`config.mk`:
```
export PLATFORM = sky130hd
export DESIGN_NAME = flat_panel_control_regs
export DESIGN_NICKNAME = d
export VERILOG_FILES = /design/src/fp_regs_pkg.sv /design/src/flat_panel_control_regs.sv
export VERILOG_INCLUDE_DIRS = /design/src
export SDC_FILE = /design/constraint.sdc
export NUM_CORES = 2
export LEC_CHECK = 0
export BUFFER_PORTS_ARGS = -buffer_cell sky130_fd_sc_hd__buf_2
export CORE_AREA = 2 2 528 530
export CTS_BUF_LIST = sky130_fd_sc_hd__clkbuf_4
export DETAILED_ROUTE_END_ITERATION = 8
export DIE_AREA = 0 0 530 532
export PLACE_DENSITY_LB_ADDON = 0.2
export SETUP_SLACK_MARGIN = 0.4
export SLEW_MARGIN = 20
export SYNTH_ARGS = -nofsm -noshare
export SYNTH_HDL_FRONTEND = slang
export SYNTH_SLANG_ARGS = --single-unit
```
`constraint.sdc`:
```
create_clock -name ref_clk -period 6.7 [get_ports ref_clk]
set_clock_uncertainty 0.1 [all_clocks]
set_input_delay 0.67 -clock ref_clk [delete_from_list [all_inputs] [get_ports ref_clk]]
set_output_delay 0.67 -clock ref_clk [all_outputs]
set_load 0.01 [all_outputs]
```
`src/fp_regs_defs.svh`:
```
// Index, field and reset constants for the flat panel control register bank
`ifndef FP_REGS_DEFS_SVH
`define FP_REGS_DEFS_SVH
// Register indices
`define IDX_PANEL_CONTROL_TWO 8'h33
`define IDX_PANEL_UNLOCK_KEY 8'h34
`define IDX_MAP_UNLOCK_KEY 8'h35
`define IDX_MAP_ADDR_COUNTER 8'h38
`define IDX_MAP_DATA_PORT 8'h39
`define IDX_MAP_PD_CONTROL 8'h3A
`define IDX_PANEL_HEIGHT 8'h3B
`define IDX_PANEL_BLINK 8'h3C
`define IDX_COLOR_LCD 8'h3E
`define IDX_PD_REFRESH 8'h3F
// Unlock patterns
`define PANEL_KEY_PATTERN 3'h5
`define SHADOW_KEY_PATTERN 3'h6
`define MAP_KEY_VALUE 8'h30
// Field positions
`define PC2_SHADING 2
`define PC2_REFRESH_TWO 1
`define PC2_REFRESH_SRC 0
`define MPD_SYS_POWERDOWN 7
`define MPD_DIV8 6
`define MPD_HOST_RELEASE 5
`define MPD_MAP_BYPASS 3
`define MPD_WEIGHTING 1
`define MPD_WRITE_MASK 8'hEA
`define BLK_LP_FREE_RUN 7
`define BLK_SCLK_POL 6
`define CLC_CRT_SYNC 2
`define CLC_FP_POL 1
`define CLC_LP_POL 0
`define PDR_GENERAL_PD 7
// Reset values
`define RST_BYTE 8'h00
// Clock divider for general powerdown
`define PD_DIV_RATIO 3'h7
// Blink: code 1 toggles on frame counter bit 3 (8 frames)
`define BLINK_BIT_OFFSET 3'h2
`define BLINK_CODE_MAX 3'h5
`endif

```
`src/fp_regs_pkg.sv`:
```
// Types shared by the flat panel control register bank
package fp_regs_pkg;
   typedef logic [7:0] byte_t;
   typedef logic [2:0] blink_code_t;
endpackage

```
`src/flat_panel_control_regs.sv`:
```
// Indexed flat panel control register bank with mapping RAM and blink logic
//
// Notes on behaviour
// - Shading bit 0 selects frame rate modulation (reset), 1 pulse width.
// - Refresh-count bit gives one refresh per line at 0, two at 1 when the refresh source bit is 1.
// - Refresh source bit 0 leaves refresh to CRT controller, 1 uses count.
// - Key 101XXXX at 34h opens panel registers until another value written.
// - Key low bits 110 at 34h unlock shadow registers until rewritten.
// - Mapping registers open only after 30h in mapping unlock register.
// - Each data port read or write advances the address counter by one.
// - Power-down bit 7: 0 idle mode, 1 system power-down, stopping clocks only with general powerdown enabled.
// - Divide-by-8 select acts only with general powerdown enabled.
// - Host release with powerdown input low ignores host and tristates.
// - Bypass bit 0 uses mapping RAM, 1 applies direct 1:1 mapping.
// - Weighting bit enables 0.3R 0.59G 0.11B luminance in all modes.
// - Blinking control has no effect on output in CRT mode.
// - Latch select 0 stops latch pulses in vblank, 1 free-runs, shift stopped.
// - Shift polarity 0 data on rising edge, 1 on falling edge.
// - Character blink codes 0-5: off, 8/16/32/64/128 frames on and off.
// - Cursor blink field uses the same encoding.
// - CRT sync enable 0 (reset) holds syncs high, 1 passes CRT sync.
// - Frame pulse polarity 0 normal, 1 inverted.
`include "fp_regs_defs.svh"
`timescale 1ns/1ps
`default_nettype none
module flat_panel_control_regs
(
   // Clock and reset
   input wire logic ref_clk,
   input wire logic rst,
   // Indexed host port
   input wire logic io_wr,
   input wire logic io_rd,
   input wire logic [7:0] io_index,
   input wire logic [7:0] io_wdata,
   output logic [7:0] io_rdata,
   output logic io_rdata_oe,
   output logic sys_bus_oe,
   // Pins
   input wire logic powerdown_input,
   // Timing inputs from panel and CRT logic
   input wire logic frame_tick,
   input wire logic crt_mode,
   input wire logic vblank,
   input wire logic crt_vsync,
   input wire logic crt_hsync,
   input wire logic frame_start_raw,
   input wire logic line_latch_raw,
   // Mapping RAM lookup
   input wire logic [7:0] shade_index,
   output logic [7:0] shade_value,
   // Control fields
   output logic shading_pwm,
   output logic refresh_by_count,
   output logic refresh_two_per_line,
   output logic panel_unlocked,
   output logic shadow_unlocked,
   output logic sys_powerdown_mode,
   output logic clocks_stopped,
   output logic pd_div8_tick,
   output logic mapping_bypass,
   output logic weighting_enable,
   output logic [7:0] panel_height,
   output logic shift_clk_polarity,
   output logic shift_clk_stop,
   output logic char_blink_on,
   output logic cursor_blink_on,
   // Panel and CRT pins
   output logic line_latch_pulse,
   output logic frame_start_pulse,
   output logic vsync_out,
   output logic hsync_out
);
   ////////////////////////////////////////////////////////////////
   // Storage
   fp_regs_pkg::byte_t pc2_reg;
   fp_regs_pkg::byte_t map_key_reg;
   fp_regs_pkg::byte_t map_addr_reg;
   fp_regs_pkg::byte_t mpd_reg;
   fp_regs_pkg::byte_t height_reg;
   fp_regs_pkg::byte_t blink_reg;
   fp_regs_pkg::byte_t clc_reg;
   fp_regs_pkg::byte_t pdr_reg;
   fp_regs_pkg::byte_t map_ram [0:255];
   fp_regs_pkg::byte_t frame_cnt_reg;
   logic panel_open_reg;
   logic shadow_open_reg;
   logic pd_meta_reg;
   logic pd_sync_reg;
   logic [2:0] div_cnt_reg;

   // Blink phase from code; code 0 or illegal gives steady on
   function automatic logic blink_phase(input fp_regs_pkg::blink_code_t code,
                                        input fp_regs_pkg::byte_t cnt);
      logic [2:0] pos;
      pos = code + `BLINK_BIT_OFFSET;
      if (code == 3'h0 || code > `BLINK_CODE_MAX)
         blink_phase = 1'b1;
      else
         blink_phase = ~cnt[pos];
   endfunction

   ////////////////////////////////////////////////////////////////
   // Access decode
   wire logic released = mpd_reg[`MPD_HOST_RELEASE] & ~pd_sync_reg;
   wire logic wr_ok = io_wr & ~released;
   wire logic rd_ok = io_rd & ~released;
   wire logic map_open = (map_key_reg == `MAP_KEY_VALUE);
   wire logic wr_pc2 = wr_ok & panel_open_reg & (io_index == `IDX_PANEL_CONTROL_TWO);
   wire logic wr_pkey = wr_ok & (io_index == `IDX_PANEL_UNLOCK_KEY);
   wire logic wr_mkey = wr_ok & (io_index == `IDX_MAP_UNLOCK_KEY);
   wire logic wr_addr = wr_ok & map_open & (io_index == `IDX_MAP_ADDR_COUNTER);
   wire logic wr_data = wr_ok & map_open & (io_index == `IDX_MAP_DATA_PORT);
   wire logic rd_data = rd_ok & map_open & (io_index == `IDX_MAP_DATA_PORT);
   wire logic wr_mpd = wr_ok & map_open & (io_index == `IDX_MAP_PD_CONTROL);
   wire logic wr_height = wr_ok & panel_open_reg & (io_index == `IDX_PANEL_HEIGHT);
   wire logic wr_blink = wr_ok & panel_open_reg & (io_index == `IDX_PANEL_BLINK);
   wire logic wr_clc = wr_ok & panel_open_reg & (io_index == `IDX_COLOR_LCD);
   wire logic wr_pdr = wr_ok & panel_open_reg & (io_index == `IDX_PD_REFRESH);
   wire logic gen_pd = pdr_reg[`PDR_GENERAL_PD];

   // Read mux; locked or unmapped indices read zero
   fp_regs_pkg::byte_t rd_mux;
   always_comb
   begin
      rd_mux = `RST_BYTE;
      if (panel_open_reg)
      begin
         unique case (io_index)
            `IDX_PANEL_CONTROL_TWO: rd_mux = pc2_reg;
            `IDX_PANEL_HEIGHT: rd_mux = height_reg;
            `IDX_PANEL_BLINK: rd_mux = blink_reg;
            `IDX_COLOR_LCD: rd_mux = clc_reg;
            `IDX_PD_REFRESH: rd_mux = pdr_reg;
            default: rd_mux = `RST_BYTE;
         endcase
      end
      if (io_index == `IDX_MAP_UNLOCK_KEY)
         rd_mux = map_key_reg;
      if (map_open)
      begin
         unique case (io_index)
            `IDX_MAP_ADDR_COUNTER: rd_mux = map_addr_reg;
            `IDX_MAP_DATA_PORT: rd_mux = map_ram[map_addr_reg];
            `IDX_MAP_PD_CONTROL: rd_mux = mpd_reg;
            default: rd_mux = rd_mux;
         endcase
      end
   end

   ////////////////////////////////////////////////////////////////
   // Powerdown pin synchroniser
   always_ff @(posedge ref_clk)
   begin
      if (rst)
      begin
         pd_meta_reg <= 1'b0;
         pd_sync_reg <= 1'b0;
      end
      else
      begin
         pd_meta_reg <= powerdown_input;
         pd_sync_reg <= pd_meta_reg;
      end
   end

   // Unlock keys; any other value relocks
   always_ff @(posedge ref_clk)
   begin
      if (rst)
      begin
         panel_open_reg <= 1'b0;
         shadow_open_reg <= 1'b0;
         map_key_reg <= `RST_BYTE;
      end
      else
      begin
         if (wr_pkey)
         begin
            panel_open_reg <= (io_wdata[6:4] == `PANEL_KEY_PATTERN);
            shadow_open_reg <= (io_wdata[2:0] == `SHADOW_KEY_PATTERN);
         end
         if (wr_mkey)
            map_key_reg <= io_wdata;
      end
   end

   // Protected control registers
   always_ff @(posedge ref_clk)
   begin
      if (rst)
      begin
         pc2_reg <= `RST_BYTE;
         mpd_reg <= `RST_BYTE;
         height_reg <= `RST_BYTE;
         blink_reg <= `RST_BYTE;
         clc_reg <= `RST_BYTE;
         pdr_reg <= `RST_BYTE;
      end
      else
      begin
         if (wr_pc2)
            pc2_reg <= io_wdata;
         if (wr_mpd)
            mpd_reg <= io_wdata & `MPD_WRITE_MASK;
         if (wr_height)
            height_reg <= io_wdata;
         if (wr_blink)
            blink_reg <= io_wdata;
         if (wr_clc)
            clc_reg <= io_wdata;
         if (wr_pdr)
            pdr_reg <= io_wdata;
      end
   end

   // Mapping RAM address counter, post-increment with wrap
   always_ff @(posedge ref_clk)
   begin
      if (rst)
         map_addr_reg <= `RST_BYTE;
      else if (wr_addr)
         map_addr_reg <= io_wdata;
      else if (wr_data | rd_data)
         map_addr_reg <= map_addr_reg + 8'h01;
   end

   // Mapping RAM write port
   always_ff @(posedge ref_clk)
   begin
      if (wr_data)
         map_ram[map_addr_reg] <= io_wdata;
   end

   // Host read data and bus drive
   always_ff @(posedge ref_clk)
   begin
      if (rst)
      begin
         io_rdata <= `RST_BYTE;
         io_rdata_oe <= 1'b0;
         sys_bus_oe <= 1'b1;
      end
      else
      begin
         io_rdata <= rd_ok ? rd_mux : `RST_BYTE;
         io_rdata_oe <= rd_ok;
         sys_bus_oe <= ~released;
      end
   end

   ////////////////////////////////////////////////////////////////
   // Divide-by-8 tick for general powerdown
   always_ff @(posedge ref_clk)
   begin
      if (rst)
      begin
         div_cnt_reg <= 3'h0;
         pd_div8_tick <= 1'b0;
      end
      else if (gen_pd & mpd_reg[`MPD_DIV8])
      begin
         div_cnt_reg <= div_cnt_reg + 3'h1;
         pd_div8_tick <= (div_cnt_reg == `PD_DIV_RATIO);
      end
      else
      begin
         div_cnt_reg <= 3'h0;
         pd_div8_tick <= 1'b0;
      end
   end

   // Frame counter for blink phases
   always_ff @(posedge ref_clk)
   begin
      if (rst)
         frame_cnt_reg <= `RST_BYTE;
      else if (frame_tick)
         frame_cnt_reg <= frame_cnt_reg + 8'h01;
   end

   // Registered control outputs
   always_ff @(posedge ref_clk)
   begin
      if (rst)
      begin
         shading_pwm <= 1'b0;
         refresh_by_count <= 1'b0;
         refresh_two_per_line <= 1'b0;
         panel_unlocked <= 1'b0;
         shadow_unlocked <= 1'b0;
         sys_powerdown_mode <= 1'b0;
         clocks_stopped <= 1'b0;
         mapping_bypass <= 1'b0;
         weighting_enable <= 1'b0;
         panel_height <= `RST_BYTE;
         shift_clk_polarity <= 1'b0;
         char_blink_on <= 1'b1;
         cursor_blink_on <= 1'b1;
         shade_value <= `RST_BYTE;
      end
      else
      begin
         shading_pwm <= pc2_reg[`PC2_SHADING];
         refresh_by_count <= pc2_reg[`PC2_REFRESH_SRC];
         refresh_two_per_line <= pc2_reg[`PC2_REFRESH_SRC] & pc2_reg[`PC2_REFRESH_TWO];
         panel_unlocked <= panel_open_reg;
         shadow_unlocked <= shadow_open_reg;
         sys_powerdown_mode <= mpd_reg[`MPD_SYS_POWERDOWN];
         clocks_stopped <= gen_pd & mpd_reg[`MPD_SYS_POWERDOWN];
         mapping_bypass <= mpd_reg[`MPD_MAP_BYPASS];
         weighting_enable <= mpd_reg[`MPD_WEIGHTING];
         panel_height <= height_reg;
         shift_clk_polarity <= blink_reg[`BLK_SCLK_POL];
         char_blink_on <= crt_mode | blink_phase(blink_reg[5:3], frame_cnt_reg);
         cursor_blink_on <= crt_mode | blink_phase(blink_reg[2:0], frame_cnt_reg);
         shade_value <= mpd_reg[`MPD_MAP_BYPASS] ? shade_index : map_ram[shade_index];
      end
   end

   // Panel and CRT pin shaping
   always_ff @(posedge ref_clk)
   begin
      if (rst)
      begin
         line_latch_pulse <= 1'b0;
         frame_start_pulse <= 1'b0;
         shift_clk_stop <= 1'b0;
         vsync_out <= 1'b1;
         hsync_out <= 1'b1;
      end
      else
      begin
         line_latch_pulse <= (line_latch_raw & (~vblank | blink_reg[`BLK_LP_FREE_RUN]))
                             ^ clc_reg[`CLC_LP_POL];
         shift_clk_stop <= vblank & blink_reg[`BLK_LP_FREE_RUN];
         frame_start_pulse <= frame_start_raw ^ clc_reg[`CLC_FP_POL];
         vsync_out <= clc_reg[`CLC_CRT_SYNC] ? crt_vsync : 1'b1;
         hsync_out <= clc_reg[`CLC_CRT_SYNC] ? crt_hsync : 1'b1;
      end
   end
endmodule // flat_panel_control_regs
`default_nettype wire

```
==> results.sh <==
export IMPL_drtAntennaViolNets=0
export IMPL_synth_edf_count=2048
export IMPL_gp_congestion=0.922
export IMPL_ff2ff_path_depth=12
export IMPL_filler_cell_count=25000
export IMPL_end_kind="flop"
export IMPL_drv_cap=0
export IMPL_hpwl_um=237000
export IMPL_crit_required_ns=7.90
export IMPL_cts_reportedPaths_clkPinSlew_ns=0.07
export IMPL_tritoncts="done"
export IMPL_avgSynthCellArea_um2=18.3
export IMPL_portBuffers=79
export IMPL_hold_violations=0
export IMPL_yosysUniqueCellTypes=85
export IMPL_largest_reg_flops=2048
export IMPL_synth_top_cell_area_share=0.604
export IMPL_tightest_slew_ns=1.26
export IMPL_layout_setup_ws_ns=0.852
export IMPL_grt_max_degree=164
export IMPL_synth_cell_area_um2=102000
export IMPL_holdCritPathClass="input port to flop"
export IMPL_wl_um=366000
export IMPL_globalRouteOverflowTotal=0
export IMPL_finalCriticalPeriod_ns=5.85
export IMPL_die_area_um2=282000
export IMPL_fin_hold_ws_ns=0.183
export IMPL_mostFrequentLayoutCells="edfxtp_1, mux4_2, clkbuf_4, nor2_1, mux2i_1"
export IMPL_slew_headroom=0.138
export IMPL_clock_latency_ns=1.42
export IMPL_syn_nets=5618
export IMPL_criticalPathCategory="flop to flop"
export IMPL_grt_pass1_vias=62900
export IMPL_post_place_ws_ns=1.54
export IMPL_cts_buffers_inserted=588
export IMPL_seq_area_um2=64100
export IMPL_avgViaCountPerCell=6.23
export IMPL_setup_tns_final_ns=0
export IMPL_fmax_mhz=171
export IMPL_num_vias=63500
export IMPL_start_util=0.369
export IMPL_power_leakage_nw=34.8
export IMPL_ys_ff_latch=2176
export IMPL_clk_path_buf_depth=4
export IMPL_layout_commonest_cell="edfxtp_1"
export IMPL_synth_top_area_cell="edfxtp_1"
export IMPL_total_power_mw=28.4
export IMPL_htreeDepth=6
export IMPL_syn_to_final_growth_pct=12.3
export IMPL_grt_antenna_before_repair=25
export IMPL_worst_r2r_setup_slack_ns=0.85
export IMPL_fin_crit_sh=0.873
export IMPL_synth_flop_cell="edfxtp_1"
export IMPL_first_pass_iters=6
export IMPL_yosysWarnings=0
export IMPL_min_from="rst"
export IMPL_post_cts_resized=0
export IMPL_ys_seq_area_frac=0.629
export IMPL_cp_arrival_ns=7.05
export IMPL_setup_viol=0
export IMPL_status="complete, no violations"
export IMPL_cts_sinks=2176
export IMPL_layout_drive_gt1_share=0.338
export IMPL_nets=6088
export IMPL_die_y_um=532
export IMPL_power_density_nw_per_um2=248
export IMPL_drt_iter0_markers=8387
export IMPL_regMostFlops="map_ram"
export IMPL_async_flop_share=0
export IMPL_peakVddDrop_uv=121
export IMPL_multiInputGateArea_um2=35300
export IMPL_finalMaxSlewViolations=0
export IMPL_grt_use_total=0.255
export IMPL_r2r_end="io_rdata[2]$_SDFF_PP0_"
export IMPL_root_buffer="clkbuf_4"
export IMPL_post_drt_wl_per_cell_um=35.9
export IMPL_hold_path_depth=3
export IMPL_grt_pass1_wl_um=505000
export IMPL_crit_fanout=65
export IMPL_syn_inst=5572
export IMPL_die_width_um=530
export IMPL_route_detailed_drc=0
export IMPL_start_kind="flop"
export IMPL_ios=80
export IMPL_core_area_um2=276000
export IMPL_holdPathEnd="frame_cnt_reg[4]$_SDFFE_PP0P_"
export IMPL_rsz0062_at_grt="no"
export IMPL_synth_area_leaders="edfxtp_1, mux4_2, mux2i_1"
export IMPL_rows=193
worst max path at each step:
stage | startpoint | end | slack, ns | cells after the start
final | flop | io_rdata[2]$_SDFF_PP0_ | 0.85 | 12
after global routing | flop | io_rdata[2]$_SDFF_PP0_ | 0.84 | 12
after CTS | flop | io_rdata[2]$_SDFF_PP0_ | 0.95 | 12
after detailed placement | flop | io_rdata[2]$_SDFF_PP0_ | 1.54 | 11
after global placement | flop | io_rdata[3]$_SDFF_PP0_ | 1.53 | 12
after floorplan | shade_index[0] | shade_value[4]$_SDFF_PP0_ | 3.38 | 10
kinds of logic (layout without fill, tap and decap cells):
logic type | Yosys count | after routing | synth area share
AO/OA/AOI/OAI | 661 | 661 | 0.0447
buffers and inverters | 456 | 1352 | 0.0256
XOR/XNOR | 8 | 8 | 0.000688
adder cells (fa/ha/maj) | 10 | 10 | 0.00123
multiplexers | 1371 | 1371 | 0.260
other | 0 | 25 | 0
AND/OR/NAND/NOR | 890 | 890 | 0.0392
flip-flops | 2176 | 2176 | 0.629
timing repair:
item	CTS	global route
hold buffers	47	0
setup buffers	0	0
hold endpoints to repair	808	0
worst max-delay path: stages (launching register included):
cell,delay (ns)
dfxtp_4,0.65
buf_12,0.38
buf_12,0.40
buf_12,0.39
mux2i_1,0.12
o221ai_1,0.33
o22ai_1,0.14
o211ai_1,0.96
nand4_1,0.29
nor4_1,0.53
o211ai_1,0.34
a211oi_1,0.28
dlygate4sd3_1,0.57
where the power goes:
part	internal, mW	switching [mW]
logic	0.495	0.931
registers	14.9	0.0262
clock network	6.22	5.85
total	21.6	6.80
metrics by stage:
step           utilization  cells  instance area, µm²
4_1_cts              0.414  10200              114000
6_report             0.415  10200              114000
2_1_floorplan            -   5572              102000
3_3_place_gp         0.386   9109              106000
5_1_grt              0.415  10200              114000
3_5_place_dp         0.386   9110              106000
area by class of cell:
cell class,count,area share
flip-flops and latches,2176,0.560
multi-input cells,2940,0.309
clock buffers,831,0.0546
well taps,3705,0.0405
repair buffers,319,0.0246
clock inverters,185,0.00979
inverters,17,0.000602
diodes,25,0.000547
synthesized netlist by cell type (68+ instances only):
library cell and instances:
edfxtp_1 2048, a21oi_1 135, o221ai_1 108, mux2i_1 354, o22ai_1 68, nand2_1 210
a22oi_1 79, buf_2 93, clkbuf_1 209, dfxtp_1 128, mux4_2 928, nor2_1 404
o21ai_0 99
metal layers:
metal	vias up	GRT usage	routed length [µm]
met5	-	0	118
met2	3906	0.387	167000
li1	25000	-	-
met4	16	0.113	17200
met3	684	0.0578	36200
met1	33900	0.351	145000
No activity file was read; power rests on OpenSTA's default activity.
